**config.mk**
```make
export PLATFORM = sky130hd
export DESIGN_NAME = ssso_exec
export DESIGN_NICKNAME = d
export VERILOG_FILES = /design/src/hdl/ssso_pkg.sv /design/src/hdl/ssso_exec.sv
export SDC_FILE = /design/constraint.sdc
export NUM_CORES = 1
export LEC_CHECK = 0
export ABC_AREA = 1
export BUFFER_PORTS_ARGS = -buffer_cell sky130_fd_sc_hd__clkbuf_2
export CAP_MARGIN = 40
export CORE_MARGIN = 1.5
export CORE_UTILIZATION = 53
export DETAILED_ROUTE_END_ITERATION = 8
export PLACE_DENSITY = 0.81
export RECOVER_POWER = 50
export SLEW_MARGIN = 40
export SYNTH_ARGS = -nofsm -noshare
export SYNTH_HDL_FRONTEND = slang
export SYNTH_SLANG_ARGS = --single-unit
```
**constraint.sdc**
```tcl
create_clock -name clk_sys -period 2 [get_ports clk_sys]
set_input_delay 0.1 -clock clk_sys [delete_from_list [all_inputs] [get_ports clk_sys]]
set_output_delay 0.1 -clock clk_sys [all_outputs]
set_load 0.1 [all_outputs]
```
**src/hdl/ssso_pkg.sv**
```systemverilog
package ssso_pkg;

   localparam int unsigned SSSO_XLEN      = 32;
   localparam int unsigned SSSO_IMM_W     = 9;
   localparam int unsigned SSSO_CNT_W     = 8;
   localparam int unsigned SSSO_SYL_W     = 32;
   localparam int unsigned SSSO_FMT_BIT   = 27;
   localparam int unsigned SSSO_IMM_LSB   = 12;
   localparam int unsigned SSSO_MAX_SHIFT = 31;

   localparam logic [1:0] SSSO_SIZE_BYTE = 2'h0;
   localparam logic [1:0] SSSO_SIZE_HALF = 2'h1;
   localparam logic [1:0] SSSO_SIZE_WORD = 2'h2;

   typedef enum logic [3:0]
   {
      SSSO_OP_NONE  = 4'h0,
      SSSO_OP_SHL   = 4'h1,
      SSSO_OP_SHR   = 4'h2,
      SSSO_OP_SHRU  = 4'h3,
      SSSO_OP_SLCT  = 4'h4,
      SSSO_OP_SLCTF = 4'h5,
      SSSO_OP_STB   = 4'h6,
      SSSO_OP_STH   = 4'h7,
      SSSO_OP_STW   = 4'h8,
      SSSO_OP_SUB   = 4'h9
   } ssso_op_e;

   typedef struct packed
   {
      logic                  valid;
      ssso_op_e              op;
      logic [SSSO_SYL_W-1:0] syllable;
      logic [SSSO_XLEN-1:0]  first_operand_register;
      logic [SSSO_XLEN-1:0]  second_operand_register;
      logic                  cond;
   } ssso_req_s;

   typedef struct packed
   {
      logic                 valid;
      logic [SSSO_XLEN-1:0] data;
   } ssso_wb_s;

   typedef struct packed
   {
      logic                 valid;
      logic [1:0]           size;
      logic                 creg;
      logic [SSSO_XLEN-1:0] addr;
      logic [SSSO_XLEN-1:0] data;
   } ssso_st_s;

   typedef struct packed
   {
      logic data_breakpoint_exception;
      logic control_space_violation;
      logic control_space_unmapped;
      logic data_translation_fault;
      logic alignment_fault;
   } ssso_exc_s;

endpackage

```
**src/hdl/ssso_exec.sv**
```systemverilog
// What this block does
// - left shift: count is low 8 bits of reg or imm, zero when above 31
// - arithmetic right shift fills with sign, count is low 8 bits of reg or imm
// - logical right shift fills with zeros, count is low 8 bits of reg or imm
// - true select: condition set picks first register, else second or immediate
// - false select: condition clear picks first register, else second or immediate
// - store address is base register plus sign-extended immediate, 32-bit unsigned
// - byte store: breakpoint, then control-space violation, then checked 8-bit write
// - half store: same checks and order, then checked 16-bit write, alignment fault
// - word store: control space gives checked control write, else 32-bit memory write
// - subtract writes second register minus first register, no exception
// - shift, select, subtract results available next cycle, any slot
// - syllable bit 27 clear selects register form, set selects immediate
// - 9-bit short immediate is sign-extended before use
`timescale 1ns/1ps
module ssso_exec
   import ssso_pkg::*;
(
   // clock and reset
   input  wire logic                 clk_sys,
   input  wire logic                 sys_rst,
   // operation request
   input  wire ssso_pkg::ssso_req_s  req,
   // memory-side check results for the store address
   input  wire logic                 bkpt_hit,
   input  wire logic                 creg_space,
   input  wire logic                 creg_mapped,
   input  wire logic                 tlb_fault,
   // results
   output      ssso_pkg::ssso_wb_s   wb,
   output      ssso_pkg::ssso_st_s   st,
   output      ssso_pkg::ssso_exc_s  exc
);
   import ssso_pkg::*;

   logic                 is_imm;
   logic [SSSO_XLEN-1:0] imm_sx;
   logic [SSSO_XLEN-1:0] opnd2;
   logic [SSSO_CNT_W-1:0]cnt;
   logic [SSSO_XLEN-1:0] ea;
   logic                 is_store;
   logic                 misalign;
   ssso_wb_s             nxt_wb;
   ssso_st_s             nxt_st;
   ssso_exc_s            nxt_exc;
   ssso_wb_s             wb_ff;
   ssso_st_s             st_ff;
   ssso_exc_s            exc_ff;

   always_comb
   begin
      is_imm = req.syllable[SSSO_FMT_BIT];
      imm_sx = {{(SSSO_XLEN-SSSO_IMM_W){req.syllable[SSSO_IMM_LSB+SSSO_IMM_W-1]}},
                req.syllable[SSSO_IMM_LSB +: SSSO_IMM_W]};
      opnd2  = is_imm ? imm_sx : req.second_operand_register;
      cnt    = opnd2[SSSO_CNT_W-1:0];
      ea     = req.first_operand_register + imm_sx;
      is_store = (req.op == SSSO_OP_STB) || (req.op == SSSO_OP_STH) || (req.op == SSSO_OP_STW);
      misalign = ((req.op == SSSO_OP_STH) && ea[0]) || ((req.op == SSSO_OP_STW) && (ea[1:0] != '0));
   end

   always_comb
   begin
      nxt_wb  = '0;
      nxt_st  = '0;
      nxt_exc = '0;
      if (req.valid)
      begin
         case (req.op)
            SSSO_OP_SHL:
            begin
               nxt_wb.valid = 1'b1;
               nxt_wb.data  = (cnt > SSSO_CNT_W'(SSSO_MAX_SHIFT)) ? '0 : (req.first_operand_register << cnt);
            end
            SSSO_OP_SHR:
            begin
               nxt_wb.valid = 1'b1;
               nxt_wb.data  = (cnt > SSSO_CNT_W'(SSSO_MAX_SHIFT)) ? {SSSO_XLEN{req.first_operand_register[SSSO_XLEN-1]}}
                                                                 : SSSO_XLEN'($signed(req.first_operand_register) >>> cnt);
            end
            SSSO_OP_SHRU:
            begin
               nxt_wb.valid = 1'b1;
               nxt_wb.data  = (cnt > SSSO_CNT_W'(SSSO_MAX_SHIFT)) ? '0 : (req.first_operand_register >> cnt);
            end
            SSSO_OP_SLCT:
            begin
               nxt_wb.valid = 1'b1;
               nxt_wb.data  = req.cond ? req.first_operand_register : opnd2;
            end
            SSSO_OP_SLCTF:
            begin
               nxt_wb.valid = 1'b1;
               nxt_wb.data  = !req.cond ? req.first_operand_register : opnd2;
            end
            SSSO_OP_SUB:
            begin
               nxt_wb.valid = 1'b1;
               nxt_wb.data  = req.second_operand_register - req.first_operand_register;
            end
            SSSO_OP_STB, SSSO_OP_STH, SSSO_OP_STW:
            begin
               if (bkpt_hit)
                  nxt_exc.data_breakpoint_exception = 1'b1;
               else if (creg_space && (req.op != SSSO_OP_STW))
                  nxt_exc.control_space_violation = 1'b1;
               else if (misalign)
                  nxt_exc.alignment_fault = 1'b1;
               else if (creg_space && !creg_mapped)
                  nxt_exc.control_space_unmapped = 1'b1;
               else if (!creg_space && tlb_fault)
                  nxt_exc.data_translation_fault = 1'b1;
               else
               begin
                  nxt_st.valid = 1'b1;
                  nxt_st.addr  = ea;
                  nxt_st.data  = req.second_operand_register;
                  nxt_st.creg  = creg_space;
                  nxt_st.size  = (req.op == SSSO_OP_STB) ? SSSO_SIZE_BYTE :
                                 (req.op == SSSO_OP_STH) ? SSSO_SIZE_HALF : SSSO_SIZE_WORD;
               end
            end
            default:
            begin
               nxt_wb.valid = 1'b0;
            end
         endcase
      end
   end

   always_ff @(posedge clk_sys)
   begin
      if (sys_rst)
      begin
         wb_ff  <= '0;
         st_ff  <= '0;
         exc_ff <= '0;
      end
      else
      begin
         wb_ff  <= nxt_wb;
         st_ff  <= nxt_st;
         exc_ff <= nxt_exc;
      end
   end

   assign wb  = wb_ff;
   assign st  = st_ff;
   assign exc = exc_ff;
endmodule

```
==> reports/metrics.cfg, run 1 <==
[run_status]
status = complete, but fails checks
violations = design-rule violations, negative setup slack

[timing]
fmax_mhz = 486
slew_headroom_pct = 47.2
tns_ns = -0.120
tightest_slew_ns = 0.791
finalSetupViolCount = 6
rsz0062_at_grt = yes
period_needed_ns = 2.06
hold_viol_final = 0
setup_ws_ns = -0.0591
slew_viol_final = 0
period_share_pct = 103

[synthesis]
synth_ff_type = dfxtp_1
synth_largest_area_cell = nand2_1
synth-edff-count = 0
syn_avg_cell_area_sq_um = 5.58
syn-cell-area_sq_um = 12000
syn-num-nets = 2317
async_flop_share_pct = 0
ys_ff_latch = 106
yosysSeqAreaShare_pct = 17.7
synth.distinct_cells = 51
yosysWarnings = 0
synth_top_cell_area_share_pct = 18.5
syn_inst = 2145
synthTopCellsByArea = nand2_1 (19%), dfxtp_1 (18%), nand3_1 (17%)

[critical_path]
crit_required_ns = 2.32
path_class = in2reg
crit_path_start_kind = input pin
crit_path_end_kind = flip-flop
cp.arrival_ns = 2.38
cp_max_fo = 9

[grt]
grt_pass1_vias = 16900
grt_pass1_wl_mm = 90.6
grt_max_degree = 44
grt_use_total_pct = 49.7
antenna_found_initial = 0
gr-total-overflow = 0

[route]
drtIter0Drc = 2860
met3WireLength_mm = 8.38
drc = 26
top_layer = met4
drt-total-wl_mm = 61.4
met2_length_mm = 25.7
num_vias = 18500
drtAntennaViolNets = 0
first_pass_iters = 9
m1WireLength_mm = 22.1
viasPerCell = 6.28
wl_per_cell_um = 20.9

[power_and_ir_drop]
combPwrFrac_pct = 52.6
powerDensity_nw_per_um2 = 542
vdd_ir_drop_max_v = 0.000446
switching_power_mw = 4.03
sw_frac_of_total_pct = 44.6
p_int_mw = 5.01
power_frac_seq_pct = 23.8
p_leak_nw = 8.83
clkPwrFrac_pct = 23.6

[layout]
syn2layout_area_growth_pct = 39.6
drive_gt1_share_pct = 26.5
fillers = 1790
n_antenna_cell = 0
fin_cells = 2945
layout_commonest_cell = nand2_1
layout_common_cells = nand2_1 (581), nand3_1 (403), buf_4 (390)
nets = 2832

[hold_path]
hold_end = st[31]
hold_class = in2reg
worstHoldStart = req[32]
min_path_cells = 3

[place]
dpl_worst_slack_ns = -0.476
io_buffer_count = 191
hpwl_mm = 48.7
finalWeightedCongestion = 1.15
placed_cells = 2921

[cts]
clk_pin_slew_ns = 0.09
root_buffer = clkbuf_16
cts_tree = yes
cts_buffers = 9
cts.sinks = 106
clockBufferDepth = 2
htree_levels = 3

[floorplanning]
die_h_um = 153
rows = 54
initial_utilization_pct = 54.5
die-area_sq_um = 23500
coreArea_sq_um = 22000
io_pins = 214
die_w_um = 153

[flow_run]
timing.max_cap.violations = 0

-- state kept, by name, indices dropped and copies added (netlist names) --
register and cells:
st 68, wb 33, exc 5
-- cells by family after synthesis --
kind of cell / share of synthesized area, %
adder cells (fa/ha/maj): 6.82
AND/OR/NAND/NOR: 46.6
flip-flops: 17.7
AO/OA/AOI/OAI: 17.9
XOR/XNOR: 0.512
buffers and inverters: 10.4
-- worst max-delay path: stages --
cell	delay, ns
clkbuf_2	0.10
buf_4	0.17
ha_4	0.17
fa_1	0.49
o21ai_1	0.16
o21ai_1	0.14
nor2_1	0.14
inv_1	0.09
nor2_2	0.16
nand2_4	0.12
buf_4	0.20
a21oi_1	0.16
o21a_1	0.17
-- metal layers --
metal | up-vias | track usage [%]
met3 | 385 | 12.5
li1 | 8251 | -
met2 | 1569 | 76.8
met4 | 0 | 34.6
met1 | 8292 | 60.7
met5 | - | 0
-- Yosys cell counts, drive strengths merged, types with 9 or more instances --
cell    instances
a21oi         197
buf            68
clkbuf         29
dfxtp         106
ha             62
inv           198
nand2         598
nand3         412
nand3b         11
nand4          26
nor2          202
nor3           16
o211ai          9
o21a            9
o21ai         118
o21bai          9
o22ai          18
or2             9
-- through the flow --
stage	hold slack [ns]	total power, mW	cell area [sq um]	util [%]
after floorplan	0.177	4.63	12000	-
after global placement	0.280	6.49	16000	72.9
after detailed placement	0.287	6.57	16000	72.9
after CTS	0.0179	8.69	16400	74.6
after global routing	0.0417	9.36	16700	76.1
final	0.0250	9.05	16700	76.1
-- power groups by stage --
stage          combinational [mW]  clock, mW  sequential [mW]
2_1_floorplan                2.21          0             2.43
3_3_place_gp                 4.29          0             2.20
3_5_place_dp                 4.37          0             2.20
4_1_cts                      4.41       2.12             2.15
5_1_grt                      5.03       2.19             2.15
6_report                     4.76       2.14             2.15
-- timing repair --
item                                    in CTS  in global routing
pin swaps                                    1                 15
gates resized for setup                      8                 76
gates cloned                                 0                  2
endpoints found under the setup margin      18                 85
buffers inserted                             0                  3
hold buffers                                 3                  0
hold endpoints to repair                     4                  0
-- worst max-delay path by stage --
stage / startpoint / to / slack [ns]
global route: req[36] / st[53] / -0.11
global placement: req[1] / wb[28] / -0.38
CTS: req[1] / wb[28] / -0.05
detailed placement: req[1] / wb[22] / -0.48
floorplan: req[1] / wb[30] / 0.05
finish: req[33] / st[45] / -0.06
-- cell type report --
class | count | area (sq um) | area share [%]
multi-input combinational | 1744 | 8880 | 53.1
timing repair buffer | 601 | 4260 | 25.5
sequential | 106 | 2120 | 12.7
inverter | 198 | 756 | 4.52
tap | 280 | 350 | 2.10
clock buffer | 9 | 225 | 1.35
clock inverter | 7 | 113 | 0.674
Power figures use the tool's default switching activity.
==> inputs of run 2 (changes only) <==
--- a/config.mk
+++ b/config.mk
@@ -5,7 +5,6 @@
 export SDC_FILE = /design/constraint.sdc
 export NUM_CORES = 1
 export LEC_CHECK = 0
-export ABC_AREA = 1
 export BUFFER_PORTS_ARGS = -buffer_cell sky130_fd_sc_hd__clkbuf_2
 export CAP_MARGIN = 40
 export CORE_MARGIN = 1.5
==> constraint.sdc (replaced) <==
create_clock -name clk_sys -period 1.7 [get_ports clk_sys]
set_input_delay 0.085 -clock clk_sys [delete_from_list [all_inputs] [get_ports clk_sys]]
set_output_delay 0.085 -clock clk_sys [all_outputs]
set_load 0.1 [all_outputs]
==> run 2 against run 1 <==
Synthesized cell count decreased by 26%. The flow now stops in global routing. Area after synthesis decreased by 1.3%.
==> reports/metrics.cfg, run 2 <==
[run_status]
error = [ERROR GRT-0116] Global routing finished with congestion. Check the congestion regions in the DRC Viewer.
haltStage = global routing
status = stopped before the end

[floorplanning]
initial_utilization_pct = 54.1  ; -0.37 points
die_w_um = 152  ; -0.63%
rows = 54  ; unchanged
die_h_um = 152  ; -0.63%
io_pins = 214  ; unchanged

[synthesis]
yosysWarnings = 0  ; unchanged
syn-num-nets = 1759  ; -24%
syn-cell-area_sq_um = 11800  ; -1.3%
async_flop_share_pct = 0  ; unchanged
synth.most_common_cell = nand2_1
yosysSeqAreaShare_pct = 18.0  ; +0.23 points
synthTopCellsByCount = nand2_1 (156), nor2_1 (137), o21ai_0 (123), a21oi_1 (114), dfxtp_1 (106)
synthTopCellsByArea = dfxtp_1 (18%), ha_1 (6.6%), mux2i_1 (6.2%)
synth_largest_area_cell = dfxtp_1
syn_avg_cell_area_sq_um = 7.44  ; +33%
synth_ff_type = dfxtp_1
synth-edff-count = 0  ; unchanged
syn_inst = 1587  ; -26%
synth_top_cell_area_share_pct = 18.0  ; -0.57 points
synth.distinct_cells = 84  ; +65%
ys_ff_latch = 106  ; unchanged

[grt]
grt_use_total_pct = 93.9
gr-total-overflow = 1114
grt_pass1_wl_mm = 170
grt_max_degree = 24
grt_pass1_vias = 24800

[cts]
clockBufferDepth = 2  ; unchanged
cts.sinks = 106  ; unchanged
htree_levels = 3  ; unchanged
root_buffer = clkbuf_16
cts_buffers = 9  ; unchanged

[place]
io_buffer_count = 191  ; unchanged
finalWeightedCongestion = 1.41  ; +23%
hpwl_mm = 52.7  ; +8.2%

## run 2: changes by cell type after synthesis, moves of 29 or more
| cell | before | now |
|---|---|---|
| a21oi_1 | 196 | 114 |
| a31oi_1 | 3 | 34 |
| and2_1 | 1 | 45 |
| clkbuf_1 | 29 | 74 |
| inv_1 | 188 | 59 |
| mux2i_1 | 0 | 73 |
| mux4_2 | 0 | 29 |
| nand2_1 | 591 | 156 |
| nand2b_1 | 0 | 37 |
| nand3_1 | 412 | 50 |
| nor2_1 | 194 | 137 |
## run 2: layer usage
layer,GRT usage (%),GRT overflow
met1,88.4,36
met4,98.2,275
met3,80.4,31
met5,59.0,7
met2,113,765
## run 2: through the flow
| stage | util, % | worst slack [ns] | instances | instance area, sq um |
|---|---|---|---|---|
| floorplan | - | -0.828 | 1587 | 12500 |
| global placement | 80.5 | -1.11 | 2518 | 17600 |
| detailed placement | 80.5 | -1.28 | 2518 | 17600 |
| CTS | 92.5 | -0.726 | 2621 | 20200 |
## run 2: cells by family after synthesis
group	Yosys count	share of synthesized area (%)
AND/OR/NAND/NOR	541	22.1
flip-flops	106	18.0
AO/OA/AOI/OAI	545	30.5
adder cells (fa/ha/maj)	64	6.91
multiplexers	117	13.4
buffers and inverters	170	5.91
XOR/XNOR	44	3.26
## run 2: timing repair
action                     4_1_cts
cloned                          10
buffers inserted                75
gates resized for setup        327
hold buffers                     6
setup endpoints to repair       99
hold endpoints to repair         5
pin swaps                      112
==> inputs of run 3 (changes only) <==
--- a/config.mk
+++ b/config.mk
@@ -8,9 +8,9 @@
 export BUFFER_PORTS_ARGS = -buffer_cell sky130_fd_sc_hd__clkbuf_2
 export CAP_MARGIN = 40
 export CORE_MARGIN = 1.5
-export CORE_UTILIZATION = 53
+export CORE_UTILIZATION = 40
 export DETAILED_ROUTE_END_ITERATION = 8
-export PLACE_DENSITY = 0.81
+export PLACE_DENSITY_LB_ADDON = 0.15
 export RECOVER_POWER = 50
 export SLEW_MARGIN = 40
 export SYNTH_ARGS = -nofsm -noshare
==> constraint.sdc (replaced) <==
create_clock -name clk_sys -period 2.2 [get_ports clk_sys]
set_input_delay 0.11 -clock clk_sys [delete_from_list [all_inputs] [get_ports clk_sys]]
set_output_delay 0.11 -clock clk_sys [all_outputs]
set_load 0.1 [all_outputs]
==> run 3 against run 2 <==
The flow now finishes, with violations (negative setup slack). Area after synthesis unchanged. Synthesized cell count is the same.
==> reports/metrics.cfg, run 3 <==
[timing]
hold_viol_final = 0
slew_viol_final = 0
slew_headroom_pct = 18.0
setup_ws_ns = -0.309
tightest_slew_ns = 1.23
finalSetupViolCount = 48
period_needed_ns = 2.51
fmax_mhz = 399
period_share_pct = 114
fin_hold_ws_ns = 0.00531
tns_ns = -2.89
rsz0062_at_grt = yes

[power_and_ir_drop]
p_leak_nw = 8.51
vdd_ir_drop_max_v = 0.000404
powerDensity_nw_per_um2 = 453

[critical_path]
path_class = in2reg
slowest_delay_ns = 0.49
path_cells = clkbuf_16, buf_12, buf_6, mux2i_4, buf_12, buf_6, nor2_1, buf_4, nand3b_1, o211ai_1, o211a_1, a2111oi_2, nor3b_2, o22ai_2
cp.arrival_ns = 2.82
crit_required_ns = 2.51
cp_slowest_cell = nor2_1
crit_path_end_kind = flip-flop
cp_max_fo = 8
crit_path_start_kind = input pin

[synthesis]
synth.distinct_cells = 84  ; unchanged
synthTopCellsByArea = dfxtp_1 (18%), ha_1 (6.6%), mux2i_1 (6.2%)
syn_avg_cell_area_sq_um = 7.44  ; unchanged
syn_inst = 1587  ; unchanged
synth-edff-count = 0  ; unchanged
syn-cell-area_sq_um = 11800  ; unchanged
synth_top_cell_area_share_pct = 18.0  ; unchanged
syn-num-nets = 1759  ; unchanged
synth.most_common_cell = nand2_1
synth_ff_type = dfxtp_1
synthTopCellsByCount = nand2_1 (156), nor2_1 (137), o21ai_0 (123), a21oi_1 (114), dfxtp_1 (106)
yosysWarnings = 0  ; unchanged
ys_ff_latch = 106  ; unchanged
synth_largest_area_cell = dfxtp_1
yosysSeqAreaShare_pct = 18.0  ; unchanged
async_flop_share_pct = 0  ; unchanged

[floorplanning]
io_pins = 214  ; unchanged
coreArea_sq_um = 28900
rows = 62  ; +15%
initial_utilization_pct = 40.9  ; -13 points
die-area_sq_um = 30600
die_w_um = 175  ; +15%
die_h_um = 175  ; +15%

[flow_run]
timing.max_cap.violations = 0

[route]
drc = 0
first_pass_iters = 8
drtIter0Drc = 2346
drt-total-wl_mm = 78.4
drtAntennaViolNets = 0
wl_per_cell_um = 28.9
viasPerCell = 6.55
num_vias = 17800

[hold_path]
hold_class = in2reg

[layout]
layout_common_cells = buf_4 (600), nand2_1 (150), nor2_1 (128)
nets = 2497
layout_commonest_cell = buf_4
largest_register_ffs = 68
fin_cells = 2716
drive_gt1_share_pct = 42.2
syn2layout_area_growth_pct = 65.4

[cts]
htree_levels = 3  ; unchanged
cts_buffers = 9  ; unchanged
clk_pin_slew_ns = 0.10
root_buffer = clkbuf_16
clockBufferDepth = 2  ; unchanged
cts.sinks = 106  ; unchanged
cts_tree = yes

[grt]
grt_max_degree = 32
gr-total-overflow = 0
grt_use_total_pct = 48.5
grt_pass1_wl_mm = 109
antenna_found_initial = 4
grt_pass1_vias = 17000

[place]
io_buffer_count = 191  ; unchanged
placed_cells = 2661  ; +5.7%
hpwl_mm = 59.9  ; +14%
finalWeightedCongestion = 1.15  ; -19%

[run_status]
violations = negative setup slack
status = complete, but fails checks

run 3: cell counts after synthesis:
No cell type changed its count.
run 3: layout make-up:
class / count / area [sq um]
antenna: 2 / 5.00
multi-input combinational: 1311 / 10100
tap: 384 / 480
fill: 2365 / 9320
timing repair buffer: 838 / 6230
clock inverter: 5 / 60.1
clock buffer: 11 / 253
sequential: 106 / 2120
inverter: 59 / 244
run 3: cell families after synthesis:
family                     Yosys count  synth area share [%]
AOI/OAI and AO/OA                  545                  30.5
and+or+nand+nor                    541                  22.1
buffers and inverters              170                  5.91
muxes                              117                  13.4
DFF                                106                  18.0
adders and majority gates           64                  6.91
xor gates and xnor gates            44                  3.26
run 3: metrics by stage:
step	power (mW)	area, sq um	setup WS [ns]	utilization [%]
6_report	8.85	19500	-0.309	67.7
5_1_grt	9.06	19500	-0.268	67.7
4_1_cts	8.30	18800	-0.140	65.3
3_5_place_dp	6.20	17800	-0.778	61.5
3_3_place_gp	6.15	17800	-0.770	61.5
2_1_floorplan	4.00	12000	-0.354	-
run 3: power by group:
| group | switching [mW] | internal (mW) | leakage (nW) |
|---|---|---|---|
| logic | 2.80 | 2.23 | 7.50 |
| clock network | 0.934 | 0.955 | 0.153 |
| registers | 0.00647 | 1.93 | 0.854 |
| total | 3.74 | 5.12 | 8.51 |
run 3: repair_timing:
| action | 4_1_cts | 5_1_grt |
|---|---|---|
| pin swaps | 37 | 71 |
| gates resized for setup | 120 | 158 |
| gates cloned | 1 | 1 |
| setup endpoints to repair | 37 | 58 |
| buffers inserted | 16 | 13 |
| endpoints found under the hold margin | 8 | 0 |
| hold buffers | 9 | 0 |
run 3: critical path: cells and delay by family:
family                 cells  cell delay, ns
AOI/OAI and AO/OA          4            0.90
buffers and inverters      6            0.90
and+or+nand+nor            3            0.71
muxes                      1            0.19
run 3: path summary, 6_finish.rpt:
check,start,end,cells after the start
min,creg_space,exc[3],3
max,req[92],wb[2],14
run 3: layer usage:
| layer | up-vias | wire (um) | share of wire [%] | GRT usage, % |
|---|---|---|---|---|
| met5 | - | 57 | 0.073 | 0 |
| met4 | 4 | 7720 | 9.8 | 34.0 |
| met3 | 490 | 10300 | 13 | 15.3 |
| met2 | 1482 | 33200 | 42 | 76.2 |
| met1 | 8366 | 27200 | 35 | 56.0 |
| li1 | 7441 | - | - | - |
